## config.mk

```make
export PLATFORM = sky130hd
export DESIGN_NAME = mcuid_core
export DESIGN_NICKNAME = d
export VERILOG_FILES = /design/src/mcuid_pkg.sv /design/src/mcuid_core.sv
export SDC_FILE = /design/constraint.sdc
export NUM_CORES = 1
export LEC_CHECK = 0
export BUFFER_PORTS_ARGS = -buffer_cell sky130_fd_sc_hd__buf_2
export CORE_AREA = 2 2 152 154
export CTS_BUF_LIST = sky130_fd_sc_hd__clkbuf_4
export CTS_CLUSTER_DIAMETER = 150
export DETAILED_ROUTE_END_ITERATION = 8
export DIE_AREA = 0 0 154 156
export GPL_TIMING_DRIVEN = 0
export PLACE_DENSITY_LB_ADDON = 0.15
export SKIP_LAST_GASP = 1
export SYNTH_ARGS = -nofsm -noshare
export SYNTH_HDL_FRONTEND = slang
export SYNTH_SLANG_ARGS = --single-unit
```

## constraint.sdc

```tcl
create_clock -name ref_clk -period 6.2 [get_ports ref_clk]
set_input_delay 0.93 -clock ref_clk [delete_from_list [all_inputs] [get_ports ref_clk]]
set_output_delay 0.93 -clock ref_clk [all_outputs]
set_load 0.05 [all_outputs]
```

## src/mcuid_pkg.sv

```systemverilog
// Purpose: Shared constants, types and the data path function of the instruction core.
// Assumes: 14-bit instruction words, 8-bit data, 7-bit file index, 8-deep return stack.
// Notes: The widths, opcodes, addresses and reset values used by the core live here.
`default_nettype none

package mcuid_pkg;

    // ==========================================================================
    // Widths and sequencing
    localparam int INSTR_W = 14;
    localparam int PC_W = 13;
    localparam int DATA_W = 8;
    localparam int FADDR_W = 7;
    localparam int SP_W = 3;
    localparam int STACK_DEPTH = 8;
    localparam int RB_ADDR_W = 2;
    localparam int RB_DATA_W = 16;

    typedef enum logic [1:0] {ph_fetch, ph_read, ph_exec, ph_adv} mcuid_phase_t;

    localparam logic [PC_W-1:0] PC_RESET = 13'h0000;
    localparam logic [PC_W-1:0] PC_STEP = 13'h0001;
    localparam logic [PC_W-1:0] PC_SKIP = 13'h0002;
    localparam logic [INSTR_W-1:0] NOP_WORD = 14'h0000;

    // ==========================================================================
    // Opcode fields
    localparam logic [1:0] GRP_BYTE = 2'h0;
    localparam logic [1:0] GRP_BIT = 2'h1;
    localparam logic [1:0] GRP_FLOW = 2'h2;
    localparam logic [1:0] GRP_LIT = 2'h3;

    localparam logic [3:0] OP_MOVE_ACC_TO_REG = 4'h0;
    localparam logic [3:0] OP_CLR = 4'h1;
    localparam logic [3:0] OP_SUB = 4'h2;
    localparam logic [3:0] OP_DEC = 4'h3;
    localparam logic [3:0] OP_IOR = 4'h4;
    localparam logic [3:0] OP_AND = 4'h5;
    localparam logic [3:0] OP_XOR = 4'h6;
    localparam logic [3:0] OP_ADD = 4'h7;
    localparam logic [3:0] OP_MOV = 4'h8;
    localparam logic [3:0] OP_COM = 4'h9;
    localparam logic [3:0] OP_INC = 4'hA;
    localparam logic [3:0] OP_DECSKP = 4'hB;
    localparam logic [3:0] OP_RRC = 4'hC;
    localparam logic [3:0] OP_RLC = 4'hD;
    localparam logic [3:0] OP_SWAP = 4'hE;
    localparam logic [3:0] OP_INCSKP = 4'hF;

    localparam logic [1:0] BIT_CLR = 2'h0;
    localparam logic [1:0] BIT_SET = 2'h1;
    localparam logic [1:0] BIT_TSC = 2'h2;
    localparam logic [1:0] BIT_TSS = 2'h3;

    localparam logic [7:0] CTL_RETURN = 8'h08;
    localparam logic [7:0] CTL_IEXIT = 8'h09;
    localparam logic [7:0] CTL_KICK = 8'h64;
    localparam logic [7:0] CTL_STANDBY = 8'h63;

    localparam logic [3:0] LIT_OR = 4'h8;
    localparam logic [3:0] LIT_AND = 4'h9;
    localparam logic [3:0] LIT_XOR = 4'hA;
    localparam logic [1:0] LIT_MOV_P = 2'h0;
    localparam logic [1:0] LIT_RET_P = 2'h1;
    localparam logic [2:0] LIT_SUB_P = 3'h6;
    localparam logic [2:0] LIT_ADD_P = 3'h7;

    // ==========================================================================
    // File map, status layout and register port
    localparam logic [FADDR_W-1:0] TIMER_ADDR = 7'h01;
    localparam logic [FADDR_W-1:0] STATUS_ADDR = 7'h03;
    localparam logic [FADDR_W-1:0] PORT_ADDR = 7'h05;

    localparam int ST_C = 0;
    localparam int ST_DC = 1;
    localparam int ST_Z = 2;
    localparam int ST_SLP = 3;
    localparam int ST_TO = 4;
    localparam logic [DATA_W-1:0] STATUS_RST = 8'h18;

    localparam logic [RB_ADDR_W-1:0] RB_CTRL = 2'h0;
    localparam logic [RB_ADDR_W-1:0] RB_CORE = 2'h1;
    localparam logic [RB_ADDR_W-1:0] RB_PC = 2'h2;
    localparam logic [RB_ADDR_W-1:0] RB_IR = 2'h3;
    localparam int CTRL_RUN_BIT = 0;
    localparam logic CTRL_RUN_RST = 1'b1;

    // ==========================================================================
    // Carriers
    typedef struct packed {
        logic [FADDR_W-1:0] addr;
        logic rd;
        logic wr;
        logic [DATA_W-1:0] wdata;
    } mcuid_file_req_t;

    typedef struct packed {
        logic [RB_ADDR_W-1:0] addr;
        logic [RB_DATA_W-1:0] wdata;
        logic wr;
        logic rd;
    } mcuid_reg_req_t;

    typedef struct packed {
        logic [DATA_W-1:0] res;
        logic c;
        logic dc;
    } mcuid_alu_t;

    // Shared by the file-register and the literal groups.
    function automatic mcuid_alu_t mcuid_alu(input logic [3:0] op, input logic [7:0] w,
                                             input logic [7:0] f, input logic c);
        mcuid_alu_t r;
        logic [8:0] s;
        logic [4:0] n;
        r = '{res: w, c: c, dc: 1'b0};
        s = {1'b0, f} - {1'b0, w};
        n = {1'b0, f[3:0]} - {1'b0, w[3:0]};
        case (op)
            OP_ADD: begin
                s = {1'b0, w} + {1'b0, f};
                n = {1'b0, w[3:0]} + {1'b0, f[3:0]};
                r = '{res: s[7:0], c: s[8], dc: n[4]};
            end
            OP_SUB: r = '{res: s[7:0], c: ~s[8], dc: ~n[4]};
            OP_CLR: r.res = 8'h00;
            OP_AND: r.res = w & f;
            OP_IOR: r.res = w | f;
            OP_XOR: r.res = w ^ f;
            OP_MOV: r.res = f;
            OP_COM: r.res = ~f;
            OP_DEC, OP_DECSKP: r.res = f - 8'h01;
            OP_INC, OP_INCSKP: r.res = f + 8'h01;
            OP_RRC: r = '{res: {c, f[7:1]}, c: f[0], dc: 1'b0};
            OP_RLC: r = '{res: {f[6:0], c}, c: f[7], dc: 1'b0};
            OP_SWAP: r.res = {f[3:0], f[7:4]};
            default: r.res = w;
        endcase
        return r;
    endfunction

endpackage

`default_nettype wire

```

## src/mcuid_core.sv

```systemverilog
// Purpose: Fetches, decodes and executes 14-bit instruction words of an 8-bit core.
// Assumes: Every input except the asynchronous reset_n is synchronous to ref_clk; file registers answer one cycle after a read.
// Notes: Four ref_clk cycles make one instruction cycle: fetch, read, execute, advance.
//
// What this block does
// RL1: Every file-register instruction reads, modifies, then stores by opcode or destination.
// RL2: The addressed register is read even when the instruction only writes it.
// RL3: The register index is seven bits, covering locations 0x00 to 0x7F.
// RL4: Destination bit zero sends the result to the accumulator, one to the register.
// RL5: Byte OR (0100) and XOR (0110) with the accumulator change only zero.
// RL6: Rotates through carry (1101 left, 1100 right) change only carry.
// RL7: Decrement (1011) and increment (1111) skip on zero, flags untouched.
// RL8: Bit clear, set and test-if-set use two-bit opcode, position, index; no flags.
// RL9: Test-skip-if-clear takes one cycle when the bit is one, two when zero.
// RL10: The position field picks one bit of an eight-bit register.
// RL11: Return and interrupt exit pop the stack and take two cycles.
// RL12: Exit-with-literal loads the literal, returns in two cycles, low bits ignored.
// RL13: Literal OR (1000) and XOR (1010) write the accumulator, change only zero.
// RL14: Literal subtract (110x) and add (111x) change carry, nibble carry and zero.
// RL15: The watchdog kick word clears the watchdog and sets timeout and sleep flags.
// RL16: The standby word enters standby, updates both flags, takes one cycle.
// RL17: Don't-care opcode bits are ignored whatever their value.
// RL18: Reading the I/O port inside an instruction returns the pin levels.
// RL19: A file write to the timer register clears an assigned prescaler.
// RL20: Branches and true tests take two cycles, the second a no-operation.
// RL21: Data literals are eight bits, call and jump targets eleven bits.
// RL22: One instruction cycle is four clock periods; most instructions take one.
// RL23: Call and jump use prefix 10 and a selector; call pushes the return.
// RL24: Byte add and subtract change carry, nibble carry, zero; AND changes zero.
// RL25: Clear and move patterns use prefix zero; destination picks register or accumulator.
`default_nettype none

module mcuid_core (
    input wire logic ref_clk,
    input wire logic reset_n,
    input wire logic clk_en,
    output logic [mcuid_pkg::PC_W-1:0] prog_addr,
    input wire logic [mcuid_pkg::INSTR_W-1:0] instr_word,
    output mcuid_pkg::mcuid_file_req_t file_req,
    input wire logic [mcuid_pkg::DATA_W-1:0] file_rdata,
    input wire logic [mcuid_pkg::DATA_W-1:0] port_pins,
    input wire logic prescaler_owned,
    input wire logic wake_req,
    output logic prescaler_clear,
    output logic wdt_clear,
    output logic standby,
    input wire mcuid_pkg::mcuid_reg_req_t reg_req,
    output logic [mcuid_pkg::RB_DATA_W-1:0] reg_rdata
);

    // ==========================================================================
    // State
    typedef struct packed {
        mcuid_pkg::mcuid_phase_t phase;
        logic [mcuid_pkg::PC_W-1:0] pc;
        logic [mcuid_pkg::INSTR_W-1:0] ir;
        logic [mcuid_pkg::DATA_W-1:0] acc;
        logic [mcuid_pkg::DATA_W-1:0] status;
        logic flush;
        logic standby;
        logic run;
        logic [mcuid_pkg::SP_W-1:0] sp;
        logic [mcuid_pkg::STACK_DEPTH-1:0][mcuid_pkg::PC_W-1:0] stack;
        mcuid_pkg::mcuid_file_req_t file;
        logic pre_clr;
        logic wdt_clr;
        logic [mcuid_pkg::RB_DATA_W-1:0] rdata;
    } mcuid_state_t;

    localparam mcuid_state_t ST_RST = '{
        phase: mcuid_pkg::ph_fetch,
        pc: mcuid_pkg::PC_RESET,
        ir: mcuid_pkg::NOP_WORD,
        acc: '0,
        status: mcuid_pkg::STATUS_RST,
        flush: 1'b0,
        standby: 1'b0,
        run: mcuid_pkg::CTRL_RUN_RST,
        sp: '0,
        stack: '0,
        file: '0,
        pre_clr: 1'b0,
        wdt_clr: 1'b0,
        rdata: '0
    };

    mcuid_state_t s;
    mcuid_state_t next_s;

    // Decides whether a word touches a file register; used only at fetch.
    function automatic logic mcuid_uses_file(input logic [mcuid_pkg::INSTR_W-1:0] w);
        logic r;
        r = 1'b0;
        if (w[13:12] == mcuid_pkg::GRP_BIT) begin
            r = 1'b1;
        end else if (w[13:12] == mcuid_pkg::GRP_BYTE) begin
            if (w[11:8] == mcuid_pkg::OP_MOVE_ACC_TO_REG) begin
                r = w[7];
            end else if (w[11:8] == mcuid_pkg::OP_CLR) begin
                r = w[7];
            end else begin
                r = 1'b1;
            end
        end
        return r;
    endfunction

    // ==========================================================================
    // Execute-stage helpers
    logic [mcuid_pkg::DATA_W-1:0] fval;
    logic [mcuid_pkg::PC_W-1:0] pc1;
    logic [mcuid_pkg::PC_W-1:0] pc_nx;
    logic [3:0] fop;
    logic [3:0] lit_op;
    logic [2:0] bsel;
    logic [mcuid_pkg::DATA_W-1:0] bmask;
    mcuid_pkg::mcuid_alu_t alu_b;
    mcuid_pkg::mcuid_alu_t alu_l;
    mcuid_pkg::mcuid_alu_t r;
    logic upd_z;
    logic upd_c;
    logic upd_dc;
    logic wr_en;
    logic acc_en;
    logic do_pop;

    always_comb begin
        next_s = s;
        fval = file_rdata;
        pc1 = s.pc + mcuid_pkg::PC_STEP;
        pc_nx = s.pc;
        fop = s.ir[11:8];
        bsel = s.ir[9:7];
        bmask = 8'h01 << bsel; // RL10
        lit_op = mcuid_pkg::OP_MOV;
        r = '{res: s.acc, c: s.status[mcuid_pkg::ST_C], dc: s.status[mcuid_pkg::ST_DC]};
        upd_z = 1'b0;
        upd_c = 1'b0;
        upd_dc = 1'b0;
        wr_en = 1'b0;
        acc_en = 1'b0;
        do_pop = 1'b0;
        next_s.file.rd = 1'b0;
        next_s.file.wr = 1'b0;
        next_s.pre_clr = 1'b0;
        next_s.wdt_clr = 1'b0;

        // Port pins stand in for the latch; status is held here, not in the file.
        if (s.file.addr == mcuid_pkg::PORT_ADDR) begin
            fval = port_pins; // RL18
        end else if (s.file.addr == mcuid_pkg::STATUS_ADDR) begin
            fval = s.status;
        end

        // Literal group opcode, with its don't-care bits left unread.
        if (s.ir[11:8] == mcuid_pkg::LIT_OR) begin
            lit_op = mcuid_pkg::OP_IOR; // RL13
        end else if (s.ir[11:8] == mcuid_pkg::LIT_AND) begin
            lit_op = mcuid_pkg::OP_AND;
        end else if (s.ir[11:8] == mcuid_pkg::LIT_XOR) begin
            lit_op = mcuid_pkg::OP_XOR; // RL13
        end else if (s.ir[11:9] == mcuid_pkg::LIT_SUB_P) begin
            lit_op = mcuid_pkg::OP_SUB; // RL14 RL17
        end else if (s.ir[11:9] == mcuid_pkg::LIT_ADD_P) begin
            lit_op = mcuid_pkg::OP_ADD; // RL14 RL17
        end
        alu_b = mcuid_pkg::mcuid_alu(fop, s.acc, fval, s.status[mcuid_pkg::ST_C]);
        alu_l = mcuid_pkg::mcuid_alu(lit_op, s.acc, s.ir[7:0], s.status[mcuid_pkg::ST_C]);

        // ======================================================================
        // Register port
        if (reg_req.wr && reg_req.addr == mcuid_pkg::RB_CTRL) begin
            next_s.run = reg_req.wdata[mcuid_pkg::CTRL_RUN_BIT];
        end
        next_s.rdata = '0;
        if (reg_req.rd) begin
            unique case (reg_req.addr)
                mcuid_pkg::RB_CTRL: next_s.rdata = {15'h0000, s.run};
                mcuid_pkg::RB_CORE: next_s.rdata = {s.status, s.acc};
                mcuid_pkg::RB_PC: next_s.rdata = {3'h0, s.pc};
                mcuid_pkg::RB_IR: next_s.rdata = {2'h0, s.ir};
            endcase
        end

        // ======================================================================
        // Instruction cycle
        if (s.run) begin
            unique case (s.phase) // RL22
                mcuid_pkg::ph_fetch: begin
                    if (s.standby) begin
                        next_s.standby = ~wake_req;
                    end else begin
                        next_s.phase = mcuid_pkg::ph_read;
                        next_s.ir = s.flush ? mcuid_pkg::NOP_WORD : instr_word; // RL20
                        if (!s.flush && mcuid_uses_file(instr_word)) begin
                            next_s.file.addr = instr_word[6:0]; // RL3
                            next_s.file.rd = 1'b1; // RL2
                        end
                    end
                end
                mcuid_pkg::ph_read: begin
                    next_s.phase = mcuid_pkg::ph_exec;
                end
                mcuid_pkg::ph_exec: begin
                    next_s.phase = mcuid_pkg::ph_adv;
                    next_s.flush = 1'b0;
                    pc_nx = s.flush ? s.pc : pc1;
                    if (!s.flush) begin
                        unique case (s.ir[13:12])
                            mcuid_pkg::GRP_BYTE: begin
                                if (fop == mcuid_pkg::OP_MOVE_ACC_TO_REG && !s.ir[7]) begin
                                    // Control words; unlisted codes run as no-operation.
                                    if (s.ir[7:0] == mcuid_pkg::CTL_RETURN) begin
                                        do_pop = 1'b1; // RL11
                                    end else if (s.ir[7:0] == mcuid_pkg::CTL_IEXIT) begin
                                        do_pop = 1'b1; // RL11
                                    end else if (s.ir[7:0] == mcuid_pkg::CTL_KICK) begin
                                        next_s.wdt_clr = 1'b1; // RL15
                                        next_s.status[mcuid_pkg::ST_TO] = 1'b1; // RL15
                                        next_s.status[mcuid_pkg::ST_SLP] = 1'b1; // RL15
                                    end else if (s.ir[7:0] == mcuid_pkg::CTL_STANDBY) begin
                                        next_s.wdt_clr = 1'b1;
                                        next_s.standby = 1'b1; // RL16
                                        next_s.status[mcuid_pkg::ST_TO] = 1'b1; // RL16
                                        next_s.status[mcuid_pkg::ST_SLP] = 1'b0; // RL16
                                    end
                                end else begin
                                    r = alu_b; // RL1
                                    wr_en = s.ir[7]; // RL4 RL25
                                    acc_en = ~s.ir[7]; // RL4 RL25
                                    unique case (fop)
                                        mcuid_pkg::OP_ADD, mcuid_pkg::OP_SUB: begin
                                            upd_z = 1'b1; // RL24
                                            upd_c = 1'b1; // RL24
                                            upd_dc = 1'b1; // RL24
                                        end
                                        mcuid_pkg::OP_RLC, mcuid_pkg::OP_RRC: begin
                                            upd_c = 1'b1; // RL6
                                        end
                                        mcuid_pkg::OP_DECSKP, mcuid_pkg::OP_INCSKP: begin
                                            if (alu_b.res == 8'h00) begin
                                                pc_nx = s.pc + mcuid_pkg::PC_SKIP; // RL7
                                                next_s.flush = 1'b1; // RL7 RL20
                                            end
                                        end
                                        mcuid_pkg::OP_MOVE_ACC_TO_REG, mcuid_pkg::OP_SWAP: begin
                                            upd_z = 1'b0;
                                        end
                                        default: begin
                                            upd_z = 1'b1; // RL5 RL24
                                        end
                                    endcase
                                end
                            end
                            mcuid_pkg::GRP_BIT: begin
                                r.res = fval;
                                unique case (s.ir[11:10]) // RL8
                                    mcuid_pkg::BIT_CLR: begin
                                        r.res = fval & ~bmask; // RL8
                                        wr_en = 1'b1;
                                    end
                                    mcuid_pkg::BIT_SET: begin
                                        r.res = fval | bmask; // RL8
                                        wr_en = 1'b1;
                                    end
                                    mcuid_pkg::BIT_TSC: begin
                                        if (!fval[bsel]) begin
                                            pc_nx = s.pc + mcuid_pkg::PC_SKIP; // RL9
                                            next_s.flush = 1'b1; // RL9
                                        end
                                    end
                                    mcuid_pkg::BIT_TSS: begin
                                        if (fval[bsel]) begin
                                            pc_nx = s.pc + mcuid_pkg::PC_SKIP; // RL8
                                            next_s.flush = 1'b1; // RL20
                                        end
                                    end
                                endcase
                            end
                            mcuid_pkg::GRP_FLOW: begin
                                if (!s.ir[11]) begin
                                    next_s.stack[s.sp] = pc1; // RL23
                                    next_s.sp = s.sp + 3'h1;
                                end
                                pc_nx = {s.pc[12:11], s.ir[10:0]}; // RL21 RL23
                                next_s.flush = 1'b1; // RL20
                            end
                            mcuid_pkg::GRP_LIT: begin
                                r = alu_l;
                                acc_en = 1'b1;
                                if (s.ir[11:10] == mcuid_pkg::LIT_MOV_P) begin
                                    r.res = s.ir[7:0]; // RL21
                                end else if (s.ir[11:10] == mcuid_pkg::LIT_RET_P) begin
                                    r.res = s.ir[7:0]; // RL12
                                    do_pop = 1'b1; // RL12
                                end else begin
                                    upd_z = 1'b1; // RL13
                                    upd_c = (lit_op == mcuid_pkg::OP_ADD) ||
                                            (lit_op == mcuid_pkg::OP_SUB); // RL14
                                    upd_dc = upd_c; // RL14
                                end
                            end
                        endcase
                    end

                    // Results and flags.
                    if (do_pop) begin
                        next_s.sp = s.sp - 3'h1;
                        pc_nx = s.stack[s.sp - 3'h1]; // RL11
                        next_s.flush = 1'b1; // RL20
                    end
                    if (acc_en) begin
                        next_s.acc = r.res; // RL4
                    end
                    if (upd_z) begin
                        next_s.status[mcuid_pkg::ST_Z] = (r.res == 8'h00);
                    end
                    if (upd_c) begin
                        next_s.status[mcuid_pkg::ST_C] = r.c;
                    end
                    if (upd_dc) begin
                        next_s.status[mcuid_pkg::ST_DC] = r.dc;
                    end
                    if (wr_en) begin
                        next_s.file.wr = 1'b1; // RL1
                        next_s.file.wdata = r.res;
                        // A direct store to status overrides the arithmetic flags.
                        if (s.file.addr == mcuid_pkg::STATUS_ADDR) begin
                            next_s.status[2:0] = r.res[2:0];
                        end
                        if (s.file.addr == mcuid_pkg::TIMER_ADDR && prescaler_owned) begin
                            next_s.pre_clr = 1'b1; // RL19
                        end
                    end
                    next_s.pc = pc_nx;
                end
                mcuid_pkg::ph_adv: begin
                    next_s.phase = mcuid_pkg::ph_fetch;
                end
            endcase
        end
    end

    // ==========================================================================
    // State register
    always_ff @(posedge ref_clk or negedge reset_n) begin
        if (!reset_n) begin
            s <= ST_RST;
        end else if (clk_en) begin
            s <= next_s;
        end
    end

    assign prog_addr = s.pc;
    assign file_req = s.file;
    assign prescaler_clear = s.pre_clr;
    assign wdt_clear = s.wdt_clr;
    assign standby = s.standby;
    assign reg_rdata = s.rdata;

endmodule // mcuid_core

`default_nettype wire

```

==> results.md <==
* Mapped Avg Cell Area at 8.57 um^2
* LEAKAGE at 0.00654 uW
* Gate power share at 62.0%
* Final min period at 6160 ps
* Switching part of the total power at 54.4%
* Sequential cell area at 0.00461 mm^2
* Design Area, Final at 0.0150 mm^2
* Clk pwr share at 11.9%
* Core Region at 0.0224 mm^2
* Post-synthesis sequential area ratio at 33.3%
* Mapped Area at 0.0138 mm^2
* Worst hold path type: input port to async pin
* Slowest cell delay on critical path at 710 ps
* Drt drc at 0
* Tcrit/Tclk final at 99.4%
* Largest area contributor in the netlist: dfrtp_1
* Seq cells post-synth at 184
* Crit path kind: flop to flop
* Clock-pin transition on the worst setup and hold timing paths at 200 ps
* RSZ-0062 raised after global routing: no
* Chip height at 156 um
* CTS tree: done
* Initial antenna violation count at 1
* GR Util All Layers at 41.6%
* Crit Path Max Fanout at 10
* CTS Hold Buffers Added at 0
* Grt total ovfl at 0
* Dominant delay contributor by cell family on the critical path: compound AO/OA/AOI/OAI gates
* # rows at 55
* Top_reg_cell synth: dfrtp_1
* Cell Int Power at 2780 uW
* Sink Count at 184
* IO Port Bufs at 83
* Startpoint Class: flop
* Worst hold slack at 247 ps
* WP data arrival at 6660 ps
* Worst-path cell chain: or3b_1, buf_2, o31a_1, a221oi_2, inv_2, ha_1, or2_2, o211ai_1, mux2i_1, o32ai_1, nor4_1, o2111ai_1, o22ai_1, nand4_1, buf_2, o21a_1, a21oi_1, o31ai_1
* FILL cells at 1917
* Clock buffer depth at 2
* Ports at 104
* Sw Pwr at 3310 uW
* Layout net count at 1845
* Most frequent cells in the layout: dfrtp_1, nand2_1, o21ai_0
* Slowest CP cell: a221oi_2
* Vias in the first global route at 13100
* H-Tree Depth at 4
* WL final at 49500 um
* Drt via density at 6.74
* # setup viols final at 0
* Slew Limit Fails at 0
* Die Area at 0.0240 mm^2
* Critical Path Most Common Cell: buf_2
* Fraction of layout instances using a drive strength above 1 at 15.1%
* DIE WIDTH at 154 um
* Slew @ Worst Pin at 1260 ps
* Initial DRC Count at 1562
* Fmax at 162 MHz
* Critical path buffers and inverters at 3
* Routed WL per cell at 24.5 um
* TritonCTS Buffers at 17
* Yosys warns at 0
* Critical path required time at 6700 ps
* Gp weighted congestion at 0.995
* Yosys top cell area share at 32.9%
* Area of the multi-input gates at 0.00812 mm^2
* Layout area overhead at 8.16%
* Drt pass-1 iters at 6
* Vias at 13600
* First-pass GRT wire length at 76200 um
* Clk_lat worst skew at 620 ps
* DP HPWL at 37000 um
* Outcome: finished clean
* Rel. slew slack at 15.1%
* Final Skew at 37.0 ps
* Synth unique cells at 83
* Post-synth ARST share at 100%
* Largest net degree at the start of global routing at 115
* Post-Place Cell Area at 0.0146 mm^2
* Commonest non-fill, non-tap cell in the layout: dfrtp_1
* Power density over the cells at 407 mW/mm^2
* Clk root buf: clkbuf_4
* Top cells by area, synth: dfrtp_1, ha_1, o21ai_0, mux4_2, a21oi_1
* Sequential share of power at 26.2%
* Starting Density at 61.9%
* EDFF count, synth at 0
* Worst ir drop on vdd at 378 uV
* Max cap viols at 0
* Final hold viol count at 0
* Final ANT Viol Nets at 0
* Critical Path End Type: flop
* Post-Synthesis Cells at 1615
## cells by family (layout without fill, tap and decap cells)
kind of cell,Yosys count,count (layout),synth area share [%]
AO/OA/AOI/OAI,484,484,22.0
XOR/XNOR,53,53,3.36
adder cells (fa/ha/maj),72,72,6.76
buffers and inverters,248,364,8.09
flip-flops,184,184,33.3
multiplexers,106,106,10.8
other,1,4,0.0271
AND/OR/NAND/NOR,467,467,15.7
## Yosys cell counts (5+ instances only)
cell,number
ha_1,66
mux2_2,39
and2_1,8
xnor2_1,33
nor2b_1,19
a211oi_1,17
buf_4,46
nand4_1,10
a21oi_1,132
fa_1,5
o32ai_1,5
o31ai_1,8
o211ai_1,13
clkbuf_1,100
inv_1,77
buf_2,7
nor3_1,41
nand2_1,176
and3_1,14
o21ai_0,142
mux2i_1,36
a22o_1,7
a22oi_1,19
nand3_1,32
a221oi_1,11
o21a_1,5
dfrtp_1,182
buf_1,12
nor4_1,10
a32oi_1,6
or2_2,6
mux4_2,30
o2bb2ai_1,5
nor2_1,113
o22ai_1,27
a221o_1,5
a31oi_1,14
xor2_1,20
o22a_1,5
nand2b_1,10
## metal layers
layer,up-vias,GRT usage (%),part of all wire (%)
met5,-,0,0
met4,0,26.7,7.1
met3,232,7.64,9.2
met2,893,67.3,47
met1,6489,51.7,37
li1,5985,-,-
## final timing paths
kind / start / endpoint / slack, ps / depth (start not counted)
max: file_req[13]$_DFFE_PN0P_ / prog_addr[11]$_DFFE_PN0P_ / 40 / 18
min reg2reg: flop / flop / 500 / 2
min in group ref_clk: flop / flop / 500 / 2
max in group asynchronous: reset_n / async pin / 4950 / 2
min: reset_n / s[163]$_DFFE_PN0P_ / 250 / 1
max reg2reg: file_req[13]$_DFFE_PN0P_ / prog_addr[11]$_DFFE_PN0P_ / 40 / 18
## metrics by stage
stage               setup slack (ps)  std cells  power [uW]  TNS [ps]  util (%)
floorplan                       1530       1616        4100         0         -
global placement               -67.2       1984        5190      -202      65.3
detailed placement             -23.7       1985        5220     -42.0      65.5
CTS                             43.3       2016        5920         0      66.8
global route                    4.84       2019        6370         0      66.9
finish                          36.5       2019        6080         0      66.9
## power groups by stage
stage	combinational (uW)	clock, uW	sequential (uW)
global route	4010	759	1600
detailed placement	3620	0	1600
floorplan	2610	0	1500
finish	3770	723	1590
CTS	3640	713	1570
global placement	3600	0	1590
## layout make-up
type                            count  area share [%]
Multi-Input combinational cell   1184            54.3
Sequential cell                   184            30.8
Buffer                            165            5.40
Timing Repair Buffer               85            3.08
Tap cell                          285            2.38
Inverter                           82            2.06
Clock inverter                     15            1.13
Clock buffer                       17           0.853
Antenna cell                        2          0.0334
## what timing repair did
action / in CTS / in global routing
setup buffers: 0 / 1
pin swaps: 0 / 1
endpoints found under the setup margin: 8 / 13
gates resized for setup: 0 / 3
No activity file was read; power rests on OpenSTA's default activity.
